==> src/eelc_defs.svh <==
// Constants of the edge event line controller: offsets, fields, resets.
// Assumes inclusion by bare name from the design files; definitions only.
`ifndef EELC_DEFS_SVH
`define EELC_DEFS_SVH

`define EELC_NUM_LINES    32
`define EELC_NUM_EXT      16
`define EELC_NUM_PINS     87
`define EELC_SEL_W        7
`define EELC_SEL_SLOT     8
`define EELC_SEL_PER_WORD 4

`define EELC_ADDR_W       8
`define EELC_OFF_IMR      8'h00
`define EELC_OFF_EMR      8'h04
`define EELC_OFF_RTSR     8'h08
`define EELC_OFF_FTSR     8'h0c
`define EELC_OFF_SWTRG    8'h10
`define EELC_OFF_PEND     8'h14
`define EELC_OFF_STAT     8'h18
`define EELC_OFF_IEN      8'h1c
`define EELC_OFF_SEL0     8'h20
`define EELC_OFF_SEL1     8'h24
`define EELC_OFF_SEL2     8'h28
`define EELC_OFF_SEL3     8'h2c

`define EELC_STAT_W       2
`define EELC_STAT_IRQ     0
`define EELC_STAT_EVT     1

`define EELC_RST_WORD     32'h0000_0000
`define EELC_RST_STAT     2'h0

`define EELC_RESP_OKAY    2'h0
`define EELC_RESP_SLVERR  2'h2

`endif

==> src/eelc_pkg.sv <==
// Types of the edge event line controller.
// Assumes nothing beyond a SystemVerilog compiler.
package eelc_pkg;

    typedef enum logic [1:0] {
        EELC_RD_IDLE = 2'h1,
        EELC_RD_RESP = 2'h2
    } eelc_rd_e;

    typedef enum logic [1:0] {
        EELC_WR_COLLECT = 2'h1,
        EELC_WR_RESP    = 2'h2
    } eelc_wr_e;

endpackage

==> src/eelc_line.sv <==
// One edge detector line: keeps last sample, flags the selected edges.
// Assumes the line input is synchronous to aclk.
`timescale 1ns/1ps
module eelc_line (
    // Clock and reset
    input  wire logic aclk,
    input  wire logic aresetn,
    // Line and trigger selection
    input  wire logic line_in,
    input  wire logic rise_en,
    input  wire logic fall_en,
    // Result
    output logic      edge_hit
);

    logic prev_q;
    logic prev_d;

    // No filter: a pulse held for a single cycle still gives two edges
    always_comb begin
        prev_d   = line_in;
        edge_hit = (rise_en & line_in & ~prev_q)
                 | (fall_en & ~line_in & prev_q);
    end

    always_ff @(posedge aclk) begin
        if (!aresetn) begin
            prev_q <= 1'b0;
        end else begin
            prev_q <= prev_d;
        end
    end

endmodule

==> src/eelc_top.sv <==
// Edge event line controller with AXI4-Lite register slave.
// Assumes all pin and internal line inputs synchronous to aclk.
//
// Chosen here: the placing of the registers and the AXI4-Lite slave port.
`timescale 1ns/1ps
`include "eelc_defs.svh"
module eelc_top (
    // Clock and reset
    input  wire logic                             aclk,
    input  wire logic                             aresetn,
    // AXI4-Lite write address
    input  wire logic                             s_axi_awvalid,
    output logic                                  s_axi_awready,
    input  wire logic [`EELC_ADDR_W-1:0]          s_axi_awaddr,
    // AXI4-Lite write data
    input  wire logic                             s_axi_wvalid,
    output logic                                  s_axi_wready,
    input  wire logic [31:0]                      s_axi_wdata,
    input  wire logic [3:0]                       s_axi_wstrb,
    // AXI4-Lite write response
    output logic                                  s_axi_bvalid,
    input  wire logic                             s_axi_bready,
    output logic [1:0]                            s_axi_bresp,
    // AXI4-Lite read address
    input  wire logic                             s_axi_arvalid,
    output logic                                  s_axi_arready,
    input  wire logic [`EELC_ADDR_W-1:0]          s_axi_araddr,
    // AXI4-Lite read data
    output logic                                  s_axi_rvalid,
    input  wire logic                             s_axi_rready,
    output logic [31:0]                           s_axi_rdata,
    output logic [1:0]                            s_axi_rresp,
    // Line sources
    input  wire logic [`EELC_NUM_PINS-1:0]        gpio_in,
    input  wire logic [`EELC_NUM_LINES-`EELC_NUM_EXT-1:0] int_line_in,
    // Requests
    output logic [`EELC_NUM_LINES-1:0]            irq_line,
    output logic [`EELC_NUM_LINES-1:0]            evt_line,
    output logic                                  wakeup,
    output logic                                  irq
);

    localparam int NL = `EELC_NUM_LINES;

    // Configuration and state
    logic [NL-1:0] imr_q,  imr_d;
    logic [NL-1:0] emr_q,  emr_d;
    logic [NL-1:0] rtsr_q, rtsr_d;
    logic [NL-1:0] ftsr_q, ftsr_d;
    logic [NL-1:0] pend_q, pend_d;
    logic [31:0]   sel_q [4];
    logic [31:0]   sel_d [4];
    logic [`EELC_STAT_W-1:0] stat_q, stat_d;
    logic [`EELC_STAT_W-1:0] ien_q,  ien_d;
    logic [NL-1:0] irq_line_d, evt_line_d;
    logic          wakeup_d, irq_d;

    // Bus channel state
    eelc_pkg::eelc_wr_e wst_q, wst_d;
    eelc_pkg::eelc_rd_e rst_q, rst_d;
    logic                    aw_have_q, aw_have_d;
    logic                    w_have_q,  w_have_d;
    logic [`EELC_ADDR_W-1:0] waddr_q,   waddr_d;
    logic [31:0]             wdata_q,   wdata_d;
    logic [3:0]              wstrb_q,   wstrb_d;
    logic [1:0]              bresp_q,   bresp_d;
    logic [31:0]             rdata_q,   rdata_d;
    logic [1:0]              rresp_q,   rresp_d;

    // Line inputs and edge results
    logic [NL-1:0] line_in;
    logic [NL-1:0] edge_hit;
    logic [NL-1:0] sw_trig;

    genvar gi;
    generate
        for (gi = 0; gi < `EELC_NUM_EXT; gi++) begin : g_mux
            logic [`EELC_SEL_W-1:0] sel;
            assign sel = sel_q[gi / `EELC_SEL_PER_WORD]
                         [(gi % `EELC_SEL_PER_WORD) * `EELC_SEL_SLOT +: `EELC_SEL_W];
            // Out-of-range selector reads as a quiet line
            assign line_in[gi] = (sel < `EELC_SEL_W'(`EELC_NUM_PINS)) ?
                                 gpio_in[sel] : 1'b0;
        end
        for (gi = 0; gi < NL; gi++) begin : g_line
            eelc_line u_line (
                .aclk     (aclk),
                .aresetn  (aresetn),
                .line_in  (line_in[gi]),
                .rise_en  (rtsr_q[gi]),
                .fall_en  (ftsr_q[gi]),
                .edge_hit (edge_hit[gi])
            );
        end
    endgenerate

    assign line_in[NL-1:`EELC_NUM_EXT] = int_line_in;

    function automatic logic [31:0] merge(input logic [31:0] old,
                                          input logic [31:0] val,
                                          input logic [3:0]  strb);
        logic [31:0] r;
        r = old;
        for (int b = 0; b < 4; b++) begin
            if (strb[b]) begin
                r[b*8 +: 8] = val[b*8 +: 8];
            end
        end
        return r;
    endfunction

    // Write channel: address and data taken in either order
    logic do_write;
    logic aw_take, w_take, ar_take;
    assign aw_take  = s_axi_awvalid & s_axi_awready;
    assign w_take   = s_axi_wvalid & s_axi_wready;
    assign ar_take  = s_axi_arvalid & s_axi_arready;
    assign do_write = (wst_q == eelc_pkg::EELC_WR_COLLECT) & aw_have_q & w_have_q;

    always_comb begin
        wst_d     = wst_q;
        aw_have_d = aw_have_q;
        w_have_d  = w_have_q;
        waddr_d   = waddr_q;
        wdata_d   = wdata_q;
        wstrb_d   = wstrb_q;
        bresp_d   = bresp_q;
        case (wst_q)
            eelc_pkg::EELC_WR_COLLECT: begin
                if (aw_take) begin
                    aw_have_d = 1'b1;
                    waddr_d   = s_axi_awaddr;
                end
                if (w_take) begin
                    w_have_d = 1'b1;
                    wdata_d  = s_axi_wdata;
                    wstrb_d  = s_axi_wstrb;
                end
                if (do_write) begin
                    aw_have_d = 1'b0;
                    w_have_d  = 1'b0;
                    wst_d     = eelc_pkg::EELC_WR_RESP;
                    bresp_d   = (waddr_q[1:0] == 2'h0 && waddr_q <= `EELC_OFF_SEL3) ?
                                `EELC_RESP_OKAY : `EELC_RESP_SLVERR;
                end
            end
            eelc_pkg::EELC_WR_RESP: begin
                if (s_axi_bready) begin
                    wst_d = eelc_pkg::EELC_WR_COLLECT;
                end
            end
            default: begin
                wst_d = eelc_pkg::EELC_WR_COLLECT;
            end
        endcase
    end

    // Read channel
    logic stat_read;
    assign stat_read = ar_take && (s_axi_araddr == `EELC_OFF_STAT);

    always_comb begin
        rst_d   = rst_q;
        rdata_d = rdata_q;
        rresp_d = rresp_q;
        case (rst_q)
            eelc_pkg::EELC_RD_IDLE: begin
                // Only a real handshake may start a read; arready is low just after reset
                if (ar_take) begin
                    rst_d   = eelc_pkg::EELC_RD_RESP;
                    rresp_d = `EELC_RESP_OKAY;
                    case (s_axi_araddr)
                        `EELC_OFF_IMR:   rdata_d = imr_q;
                        `EELC_OFF_EMR:   rdata_d = emr_q;
                        `EELC_OFF_RTSR:  rdata_d = rtsr_q;
                        `EELC_OFF_FTSR:  rdata_d = ftsr_q;
                        `EELC_OFF_SWTRG: rdata_d = `EELC_RST_WORD;
                        `EELC_OFF_PEND:  rdata_d = pend_q;
                        `EELC_OFF_STAT:  rdata_d = {30'h0, stat_q};
                        `EELC_OFF_IEN:   rdata_d = {30'h0, ien_q};
                        `EELC_OFF_SEL0:  rdata_d = sel_q[0];
                        `EELC_OFF_SEL1:  rdata_d = sel_q[1];
                        `EELC_OFF_SEL2:  rdata_d = sel_q[2];
                        `EELC_OFF_SEL3:  rdata_d = sel_q[3];
                        default: begin
                            rdata_d = `EELC_RST_WORD;
                            rresp_d = `EELC_RESP_SLVERR;
                        end
                    endcase
                end
            end
            eelc_pkg::EELC_RD_RESP: begin
                if (s_axi_rready) begin
                    rst_d = eelc_pkg::EELC_RD_IDLE;
                end
            end
            default: begin
                rst_d = eelc_pkg::EELC_RD_IDLE;
            end
        endcase
    end

    // Register file, pending and request logic
    logic [NL-1:0] hit;
    logic [NL-1:0] pend_clr;
    always_comb begin
        imr_d    = imr_q;
        emr_d    = emr_q;
        rtsr_d   = rtsr_q;
        ftsr_d   = ftsr_q;
        ien_d    = ien_q;
        sel_d    = sel_q;
        sw_trig  = '0;
        pend_clr = '0;
        if (do_write) begin
            case (waddr_q)
                `EELC_OFF_IMR:   imr_d  = merge(imr_q, wdata_q, wstrb_q);
                `EELC_OFF_EMR:   emr_d  = merge(emr_q, wdata_q, wstrb_q);
                `EELC_OFF_RTSR:  rtsr_d = merge(rtsr_q, wdata_q, wstrb_q);
                `EELC_OFF_FTSR:  ftsr_d = merge(ftsr_q, wdata_q, wstrb_q);
                `EELC_OFF_SWTRG: sw_trig = merge('0, wdata_q, wstrb_q);
                `EELC_OFF_PEND:  pend_clr = merge('0, wdata_q, wstrb_q);
                `EELC_OFF_IEN: begin
                    if (wstrb_q[0]) begin
                        ien_d = wdata_q[`EELC_STAT_W-1:0];
                    end
                end
                `EELC_OFF_SEL0:  sel_d[0] = merge(sel_q[0], wdata_q, wstrb_q);
                `EELC_OFF_SEL1:  sel_d[1] = merge(sel_q[1], wdata_q, wstrb_q);
                `EELC_OFF_SEL2:  sel_d[2] = merge(sel_q[2], wdata_q, wstrb_q);
                `EELC_OFF_SEL3:  sel_d[3] = merge(sel_q[3], wdata_q, wstrb_q);
                default: ;
            endcase
        end
        hit = edge_hit | sw_trig;
        // New edge beats a same-cycle clear so no event is lost
        pend_d     = (pend_q & ~pend_clr) | hit;
        irq_line_d = pend_d & imr_q;
        evt_line_d = hit & emr_q;
        wakeup_d   = |irq_line_d | |evt_line_d;
        stat_d     = stat_read ? `EELC_RST_STAT : stat_q;
        if (|(hit & imr_q)) begin
            stat_d[`EELC_STAT_IRQ] = 1'b1;
        end
        if (|evt_line_d) begin
            stat_d[`EELC_STAT_EVT] = 1'b1;
        end
        irq_d = |(stat_d & ien_d);
    end

    always_ff @(posedge aclk) begin
        if (!aresetn) begin
            wst_q     <= eelc_pkg::EELC_WR_COLLECT;
            rst_q     <= eelc_pkg::EELC_RD_IDLE;
            aw_have_q <= 1'b0;
            w_have_q  <= 1'b0;
            waddr_q   <= '0;
            wdata_q   <= `EELC_RST_WORD;
            wstrb_q   <= 4'h0;
            bresp_q   <= `EELC_RESP_OKAY;
            rdata_q   <= `EELC_RST_WORD;
            rresp_q   <= `EELC_RESP_OKAY;
            imr_q     <= `EELC_RST_WORD;
            emr_q     <= `EELC_RST_WORD;
            rtsr_q    <= `EELC_RST_WORD;
            ftsr_q    <= `EELC_RST_WORD;
            pend_q    <= `EELC_RST_WORD;
            for (int i = 0; i < 4; i++) begin
                sel_q[i] <= `EELC_RST_WORD;
            end
            stat_q    <= `EELC_RST_STAT;
            ien_q     <= `EELC_RST_STAT;
            irq_line  <= '0;
            evt_line  <= '0;
            wakeup    <= 1'b0;
            irq       <= 1'b0;
            s_axi_awready <= 1'b0;
            s_axi_wready  <= 1'b0;
            s_axi_arready <= 1'b0;
            s_axi_bvalid  <= 1'b0;
            s_axi_rvalid  <= 1'b0;
        end else begin
            wst_q     <= wst_d;
            rst_q     <= rst_d;
            aw_have_q <= aw_have_d;
            w_have_q  <= w_have_d;
            waddr_q   <= waddr_d;
            wdata_q   <= wdata_d;
            wstrb_q   <= wstrb_d;
            bresp_q   <= bresp_d;
            rdata_q   <= rdata_d;
            rresp_q   <= rresp_d;
            imr_q     <= imr_d;
            emr_q     <= emr_d;
            rtsr_q    <= rtsr_d;
            ftsr_q    <= ftsr_d;
            pend_q    <= pend_d;
            sel_q     <= sel_d;
            stat_q    <= stat_d;
            ien_q     <= ien_d;
            irq_line  <= irq_line_d;
            evt_line  <= evt_line_d;
            wakeup    <= wakeup_d;
            irq       <= irq_d;
            s_axi_awready <= (wst_d == eelc_pkg::EELC_WR_COLLECT) & ~aw_have_d;
            s_axi_wready  <= (wst_d == eelc_pkg::EELC_WR_COLLECT) & ~w_have_d;
            s_axi_arready <= (rst_d == eelc_pkg::EELC_RD_IDLE);
            s_axi_bvalid  <= (wst_d == eelc_pkg::EELC_WR_RESP);
            s_axi_rvalid  <= (rst_d == eelc_pkg::EELC_RD_RESP);
        end
    end

    assign s_axi_bresp  = bresp_q;
    assign s_axi_rdata  = rdata_q;
    assign s_axi_rresp  = rresp_q;

endmodule

==> config.mk <==
export PLATFORM = sky130hd
export DESIGN_NAME = eelc_top
export DESIGN_NICKNAME = d
export VERILOG_FILES = /design/src/eelc_pkg.sv /design/src/eelc_line.sv /design/src/eelc_top.sv
export VERILOG_INCLUDE_DIRS = /design/src
export SDC_FILE = /design/constraint.sdc
export NUM_CORES = 2
export LEC_CHECK = 0
export ABC_AREA = 0
export BUFFER_PORTS_ARGS = -buffer_cell sky130_fd_sc_hd__buf_2
export CORE_MARGIN = 4
export CORE_UTILIZATION = 62
export CTS_CLUSTER_DIAMETER = 80
export DETAILED_ROUTE_END_ITERATION = 7
export PLACE_DENSITY = 0.79
export SLEW_MARGIN = 20
export SYNTH_ARGS = -nofsm -noshare
export SYNTH_HDL_FRONTEND = slang
export SYNTH_SLANG_ARGS = --single-unit
export TNS_END_PERCENT = 50
==> constraint.sdc <==
create_clock -name aclk -period 4.1 [get_ports aclk]
set_input_delay 0.41 -clock aclk [delete_from_list [all_inputs] [get_ports aclk]]
set_output_delay 0.41 -clock aclk [all_outputs]
set_load 0.02 [all_outputs]
# Word-level counts from Yosys, hierarchy flattened
# Index checks and enable logic that the tools add are counted.
# op_classes
order_cmp,33
n_eq_ne,29
muxes,77
bitwise,242
reduce_logical,46
# ops
cell,n
32-bit case mux with 11 select lines,1
1-bit bitwise AND,135
32-bit bitwise AND,4
"7-bit by 8-bit < comparator with 1-bit output, second input constant",16
32-bit two-way mux,4
1-bit binary-select mux with 7-bit select,16
"7-bit < comparator, second input constant",16
3-bit AND reduction,32
32-bit OR reduction,3
1-bit inverter,66
"8-bit by 6-bit == test with 1-bit output, second input constant",8
32-bit bitwise OR,2
"8-bit by 5-bit == test with 1-bit output, second input constant",7
1-bit two-way mux,40
1-bit bitwise OR,33
"8-bit by 4-bit == test with 1-bit output, second input constant",4
8-bit two-way mux,4
32-bit inverter,1
2-bit two-way mux,10
"8-bit by 3-bit == test with 1-bit output, second input constant",2
8-bit logical NOT,2
12-bit OR reduction,1
"2-bit by 1-bit == test with 1-bit output, second input constant",4
"2-bit == test, second input constant",4
7 further kinds,12
# word_totals
regBits,481
wordCells,513

# Logic depth before layout (Yosys ltp)
# logic_depth
word_depth,13
mapped_depth,14

# Modules after synthesis
# Synthesis repeated with hierarchy kept, for this count alone.
# hier_totals
hier_cells,2915
area_unflattened_um2,32093.3
# modules_own_cells
module,instances,cells_each,area_each_um2
eelc_top,1,2755,30772.0
eelc_line,32,5,41.3

# Least setup slack after synthesis
# OpenSTA, ideal clock, no wires.
# synth_timing
kind,reg-to-reg
start,reg sel_q (netlist bit g_mux[15].sel[0])
end,reg stat_q[0]
setup_ps,115
t_arrival_ps,3229
path_slack_ps,756
path_stages_with_launch,13
path_buffers,2
path_cell_list,dfxtp_1 > buf_4 > buf_6 > mux4_2 > mux4_2 > nand2_1 > o2111a_1 > nor3_1 > mux2i_1 > a2111oi_0 > nand3_1 > or4_1 > and2_1
# synth_via
elab_chain_cells,11
word_cells_on_any_way,14
classes_between,order compare: 1; mux: 4; bitwise: 8; reduce/logical: 1
# synth_lines
item,line_no,text
"start, declared",eelc_top.sv:51,logic [31:0] sel_q [4];
"start signal, assigned by index",eelc_top.sv:269,sel_q[i] <= `EELC_RST_WORD;
"start signal, assigned",eelc_top.sv:298,sel_q <= sel_d;
1-bit binary-select mux with 7-bit select,eelc_top.sv:83,gpio_in[sel] : 1'b0;
1-bit two-way mux (not written as such),eelc_top.sv:83,
1-bit two-way mux (*),eelc_top.sv:82,assign line_in[gi] = (sel < `EELC_SEL_W'(`EELC_NUM_PINS)) ?
1-bit inverter,eelc_line.sv:23,| (fall_en & ~line_in & prev_q);
1-bit bitwise AND (2 in a row),eelc_line.sv:23,
1-bit bitwise OR (*),eelc_line.sv:23,
32-bit bitwise OR (*),eelc_top.sv:235,hit = edge_hit | sw_trig;
32-bit bitwise AND (*),eelc_top.sv:242,if (|(hit & imr_q)) begin
32-bit OR reduction (*),eelc_top.sv:242,
1-bit two-way mux (*),eelc_top.sv:242,
"end signal, assigned",eelc_top.sv:271,stat_q <= `EELC_RST_STAT;
"end signal, assigned",eelc_top.sv:299,stat_q <= stat_d;
"end, declared",eelc_top.sv:53,"logic [`EELC_STAT_W-1:0] stat_q, stat_d;"
# Mark *: on every way between the ends. The rest lies on a longest branch, timed or not. The select of a mux whose other input is x is not followed.
# A chain may end at the register's enable or synchronous reset.

# Worst setup path in the final report
# layout_timing
start,reg sel_q (netlist bit g_mux[15].sel[2])
end,reg stat_q[0]
# The elaborated chain is that of the path after synthesis.

==> metrics.md <==
| Metric | Value |
|---|---|
| Num CTS Buffers | `51` |
| Crit path DAT | `4.54 ns` |
| Clock tree buffer depth | `3` |
| Synth area leaders | `dfxtp_1 29%, mux4_2 16%, mux2i_1 10%, nand2_1 6.1%, a21oi_1 5.4%` |
| Largest family of logic cells by synthesized area | `multiplexers` |
| Post-synthesis adder-cell area fraction | `0.153%` |
| Metal-1 WL | `49700 microns` |
| GR Util All Layers | `51.0%` |
| Reg2reg start | `g_mux[15].sel[2]` |
| Xor and xnor area share after synthesis | `0%` |
| Highest routed metal layer | `met5` |
| Area grow syn2layout | `14.2%` |
| Synth Flop Type | `dfxtp_1` |
| VDD IR-drop max | `0.366 mV` |
| Final count of negative-setup-slack endpoints | `0` |
| Antenna viol nets, final | `0` |
| NumNets Final | `4091` |
| Die height | `238 microns` |
| Met2 routed WL | `61100 microns` |
| Worst Path Required | `4.61 ns` |
| Min-delay worst type | `in -> reg` |
| Total power | `11.9 mW` |
| Slowest CP cell | `dfxtp_1` |
| Worst Min Path Start | `int_line_in[14]` |
| Largest net degree at the start of global routing | `102` |
| Clock slew at reported path FFs | `0.07 ns` |
| Row cnt | `83` |
| Synth Instances | `3758` |
| Filler cell count | `4054` |
| CTS Sinks | `479` |
| Detailed placement HPWL | `103000 microns` |
| IO buf count | `266` |
| Crit-path leading delay family | `simple AND/OR/NAND/NOR gates` |
| Endpoint type of the worst setup path | `register` |
| Tcrit/Tclk final | `98.3%` |
| Worst-Margin Slew | `1.12 ns` |
| Max Clock Skew | `0.0525 ns` |
| Hold Crit Depth | `2` |
| Die X-Extent | `238 microns` |
| Startpoint Class | `register` |
| Core area | `51800 sq um` |
| Max Freq | `248 MHz` |
| Placed insts | `4543` |
| Pins Over Slew Limit | `0` |
| RSZ-0062 raised after global routing | `false` |
| Synthesized cell area | `32700 sq um` |
| Vias in the first global route | `33130` |
| Avg Cell Area, Syn | `8.71 sq um` |
| Cell Pwr Density | `318 nW/um^2` |
| Leakage power figure | `13.1 nW` |
| H-tree depth | `2` |
| Worst Reg-to-Reg Cells | `12` |
| Critical path startpoint | `g_mux[15].sel[2]` |
| Synth async-reset ratio | `0%` |
| Layout cells sized above 1 | `23.8%` |
| Critical path's largest stage delay | `0.64 ns` |
| DR vias/cell | `7.54` |
| CTS tree | `built` |
| Worst slew margin | `24.3%` |
| Antenna violations before repair | `4` |
| Tmin final | `4.03 ns` |
| Buffers and inverters on the worst path | `2` |
| DR pass1 iterations | `8` |
| Routability Congestion | `1.13` |
| Top Ports | `269` |
| Max Cap Violations | `0` |
| Synth cell types | `89` |
| Fin. Hold Viols | `0` |
| WL final | `150000 microns` |
| Violated checks | `DRC` |
| Root Buffer | `clkbuf_16` |
| Post-synth EDFFs | `0` |
| Post-synthesis mux area share | `28.4%` |
| Critical path class | `reg -> reg` |
| Metal3 WL | `24500 microns` |
| Yosys top cell by area | `dfxtp_1` |
| Critical Path, Cell by Cell | `buf_4, mux4_2, mux4_2, nand2_1, and3_1, nor3_2, buf_4, mux2i_1, a2111oi_0, nand3_1, or4_1, and2_1` |
| #FFs+latches synth | `479` |
| Full die area | `56500 sq um` |
| First-pass GRT wire length | `218000 microns` |
| WL/cell | `32.3 microns` |
| Setup bufs post-CTS | `0` |
| Total negative setup slack | `0 ns` |
| Finished Layout Cells | `4655` |
| Synthesis Warnings | `0` |
| Crit-path max FO | `14` |
| Grt total ovfl | `0` |
| Post-synth top area share | `29.3%` |
| Iter 0 DRT Violations | `6769` |
| Status | `finished, violations left` |
| Count leader, synth | `nand2_1` |
| Synth Area in Simple Gates | `20.2%` |
| DRC violations left | `6` |
| Worst path depth | `12` |
| Via count | `35121` |
| Complex-gate fraction of the synthesized area | `16.2%` |
| Post-synth top cells | `536 x nand2_1, 479 x dfxtp_1, 354 x a21oi_1, 338 x mux2i_1, 304 x clkbuf_1` |
| Worst skew pair latency | `0.64 ns` |
| Starting Density | `63.1%` |
| Seq/Total Area, Yosys | `29.3%` |
==> layout make-up <==
cell class	count	area [sq um]	area share, %
diodes	9	22.5	0.0603
well taps	680	851	2.28
inverters	32	128	0.342
clock buffers	63	1400	3.75
flip-flops and latches	479	9600	25.7
clock inverters	31	414	1.11
multi-input cells	2831	21400	57.2
repair buffers	530	3590	9.60
==> worst paths after layout <==
check / to / slack, ns
worst min-delay path: g_line[30].u_line.prev_q / 0.01
worst min register to register: sel_q[7] / 0.46
worst max-delay path: stat_q[0] / 0.07
worst max register to register: stat_q[0] / 0.07
==> registers in the layout (all words and copies together) (netlist names), 2 cells and up <==
signal / count
emr_q: 32
evt_line: 32
ftsr_q: 32
g_line.u_line.prev_q: 32
g_mux.sel: 112
ien_q: 2
imr_q: 32
irq_line: 32
pend_q: 32
rst_q: 2
rtsr_q: 32
s_axi_rdata: 32
sel_q: 16
stat_q: 2
waddr_q: 8
wdata_q: 32
wst_q: 2
wstrb_q: 4
==> worst register-to-register path, delay by kind of cell, from the launching register on <==
family                 cells  cell delay (ns)
DFF                        1             0.64
AOI/OAI and AO/OA          1             0.44
and+or+nand+nor            6             1.37
muxes                      3             0.98
buffers and inverters      2             0.49
==> metrics by stage <==
step,hold WS [ns],area [sq um],utilization (%),worst slack (ns)
floorplan,0.436,32700,-,0.756
global placement,0.446,35400,68.3,0.00678
detailed placement,0.450,35400,68.3,0.0252
CTS,0.000202,37300,72.0,0.0500
global route,0.0309,37300,72.1,0.00280
finish,0.0128,37400,72.1,0.0707
==> layer usage <==
layer,global-route usage (%),vias to the layer above
li1,-,14319
met4,37.1,7
met5,1.77,-
met2,71.8,3487
met1,62.3,16357
met3,21.5,951
==> cells by family after synthesis <==
group                      after synthesis
other                                    1
DFF                                    479
adders and majority gates                4
buffers and inverters                  449
and+or+nand+nor                       1386
muxes                                  621
AOI/OAI and AO/OA                      818
==> power breakdown <==
part	total, mW	switching (mW)	internal (mW)
combinational	1.90	1.31	0.593
sequential	5.02	0.243	4.78
clock	4.95	2.10	2.85
total	11.9	3.65	8.22
==> repair_timing <==
action / 4_1_cts / 5_1_grt
endpoints found under the setup margin: 1 / 4
gates resized for setup: 1 / 5
hold buffers: 9 / 0
hold endpoints to repair: 9 / 0
==> placed cells by master (no fill, tap or decap), types with 20 or more instances in the layout <==
master	n
a222oi_1	38
inv_1	29
and2_1	61
a21oi_1	353
nand2_1	536
dfxtp_1	473
a22oi_1	68
nor3_1	28
o211ai_1	26
o21ai_0	79
buf_2	266
buf_12	20
nand2b_1	49
nor2_1	165
mux2i_1	338
nand3_1	278
buf_4	235
mux4_2	237
nand3b_1	38
nand4_1	33
mux2_2	41
nor2b_1	56
a21o_1	34
clkbuf_16	51
a221oi_1	35
a31oi_1	46
and3_1	53
Note: power is estimated with default switching activity, not from simulation.
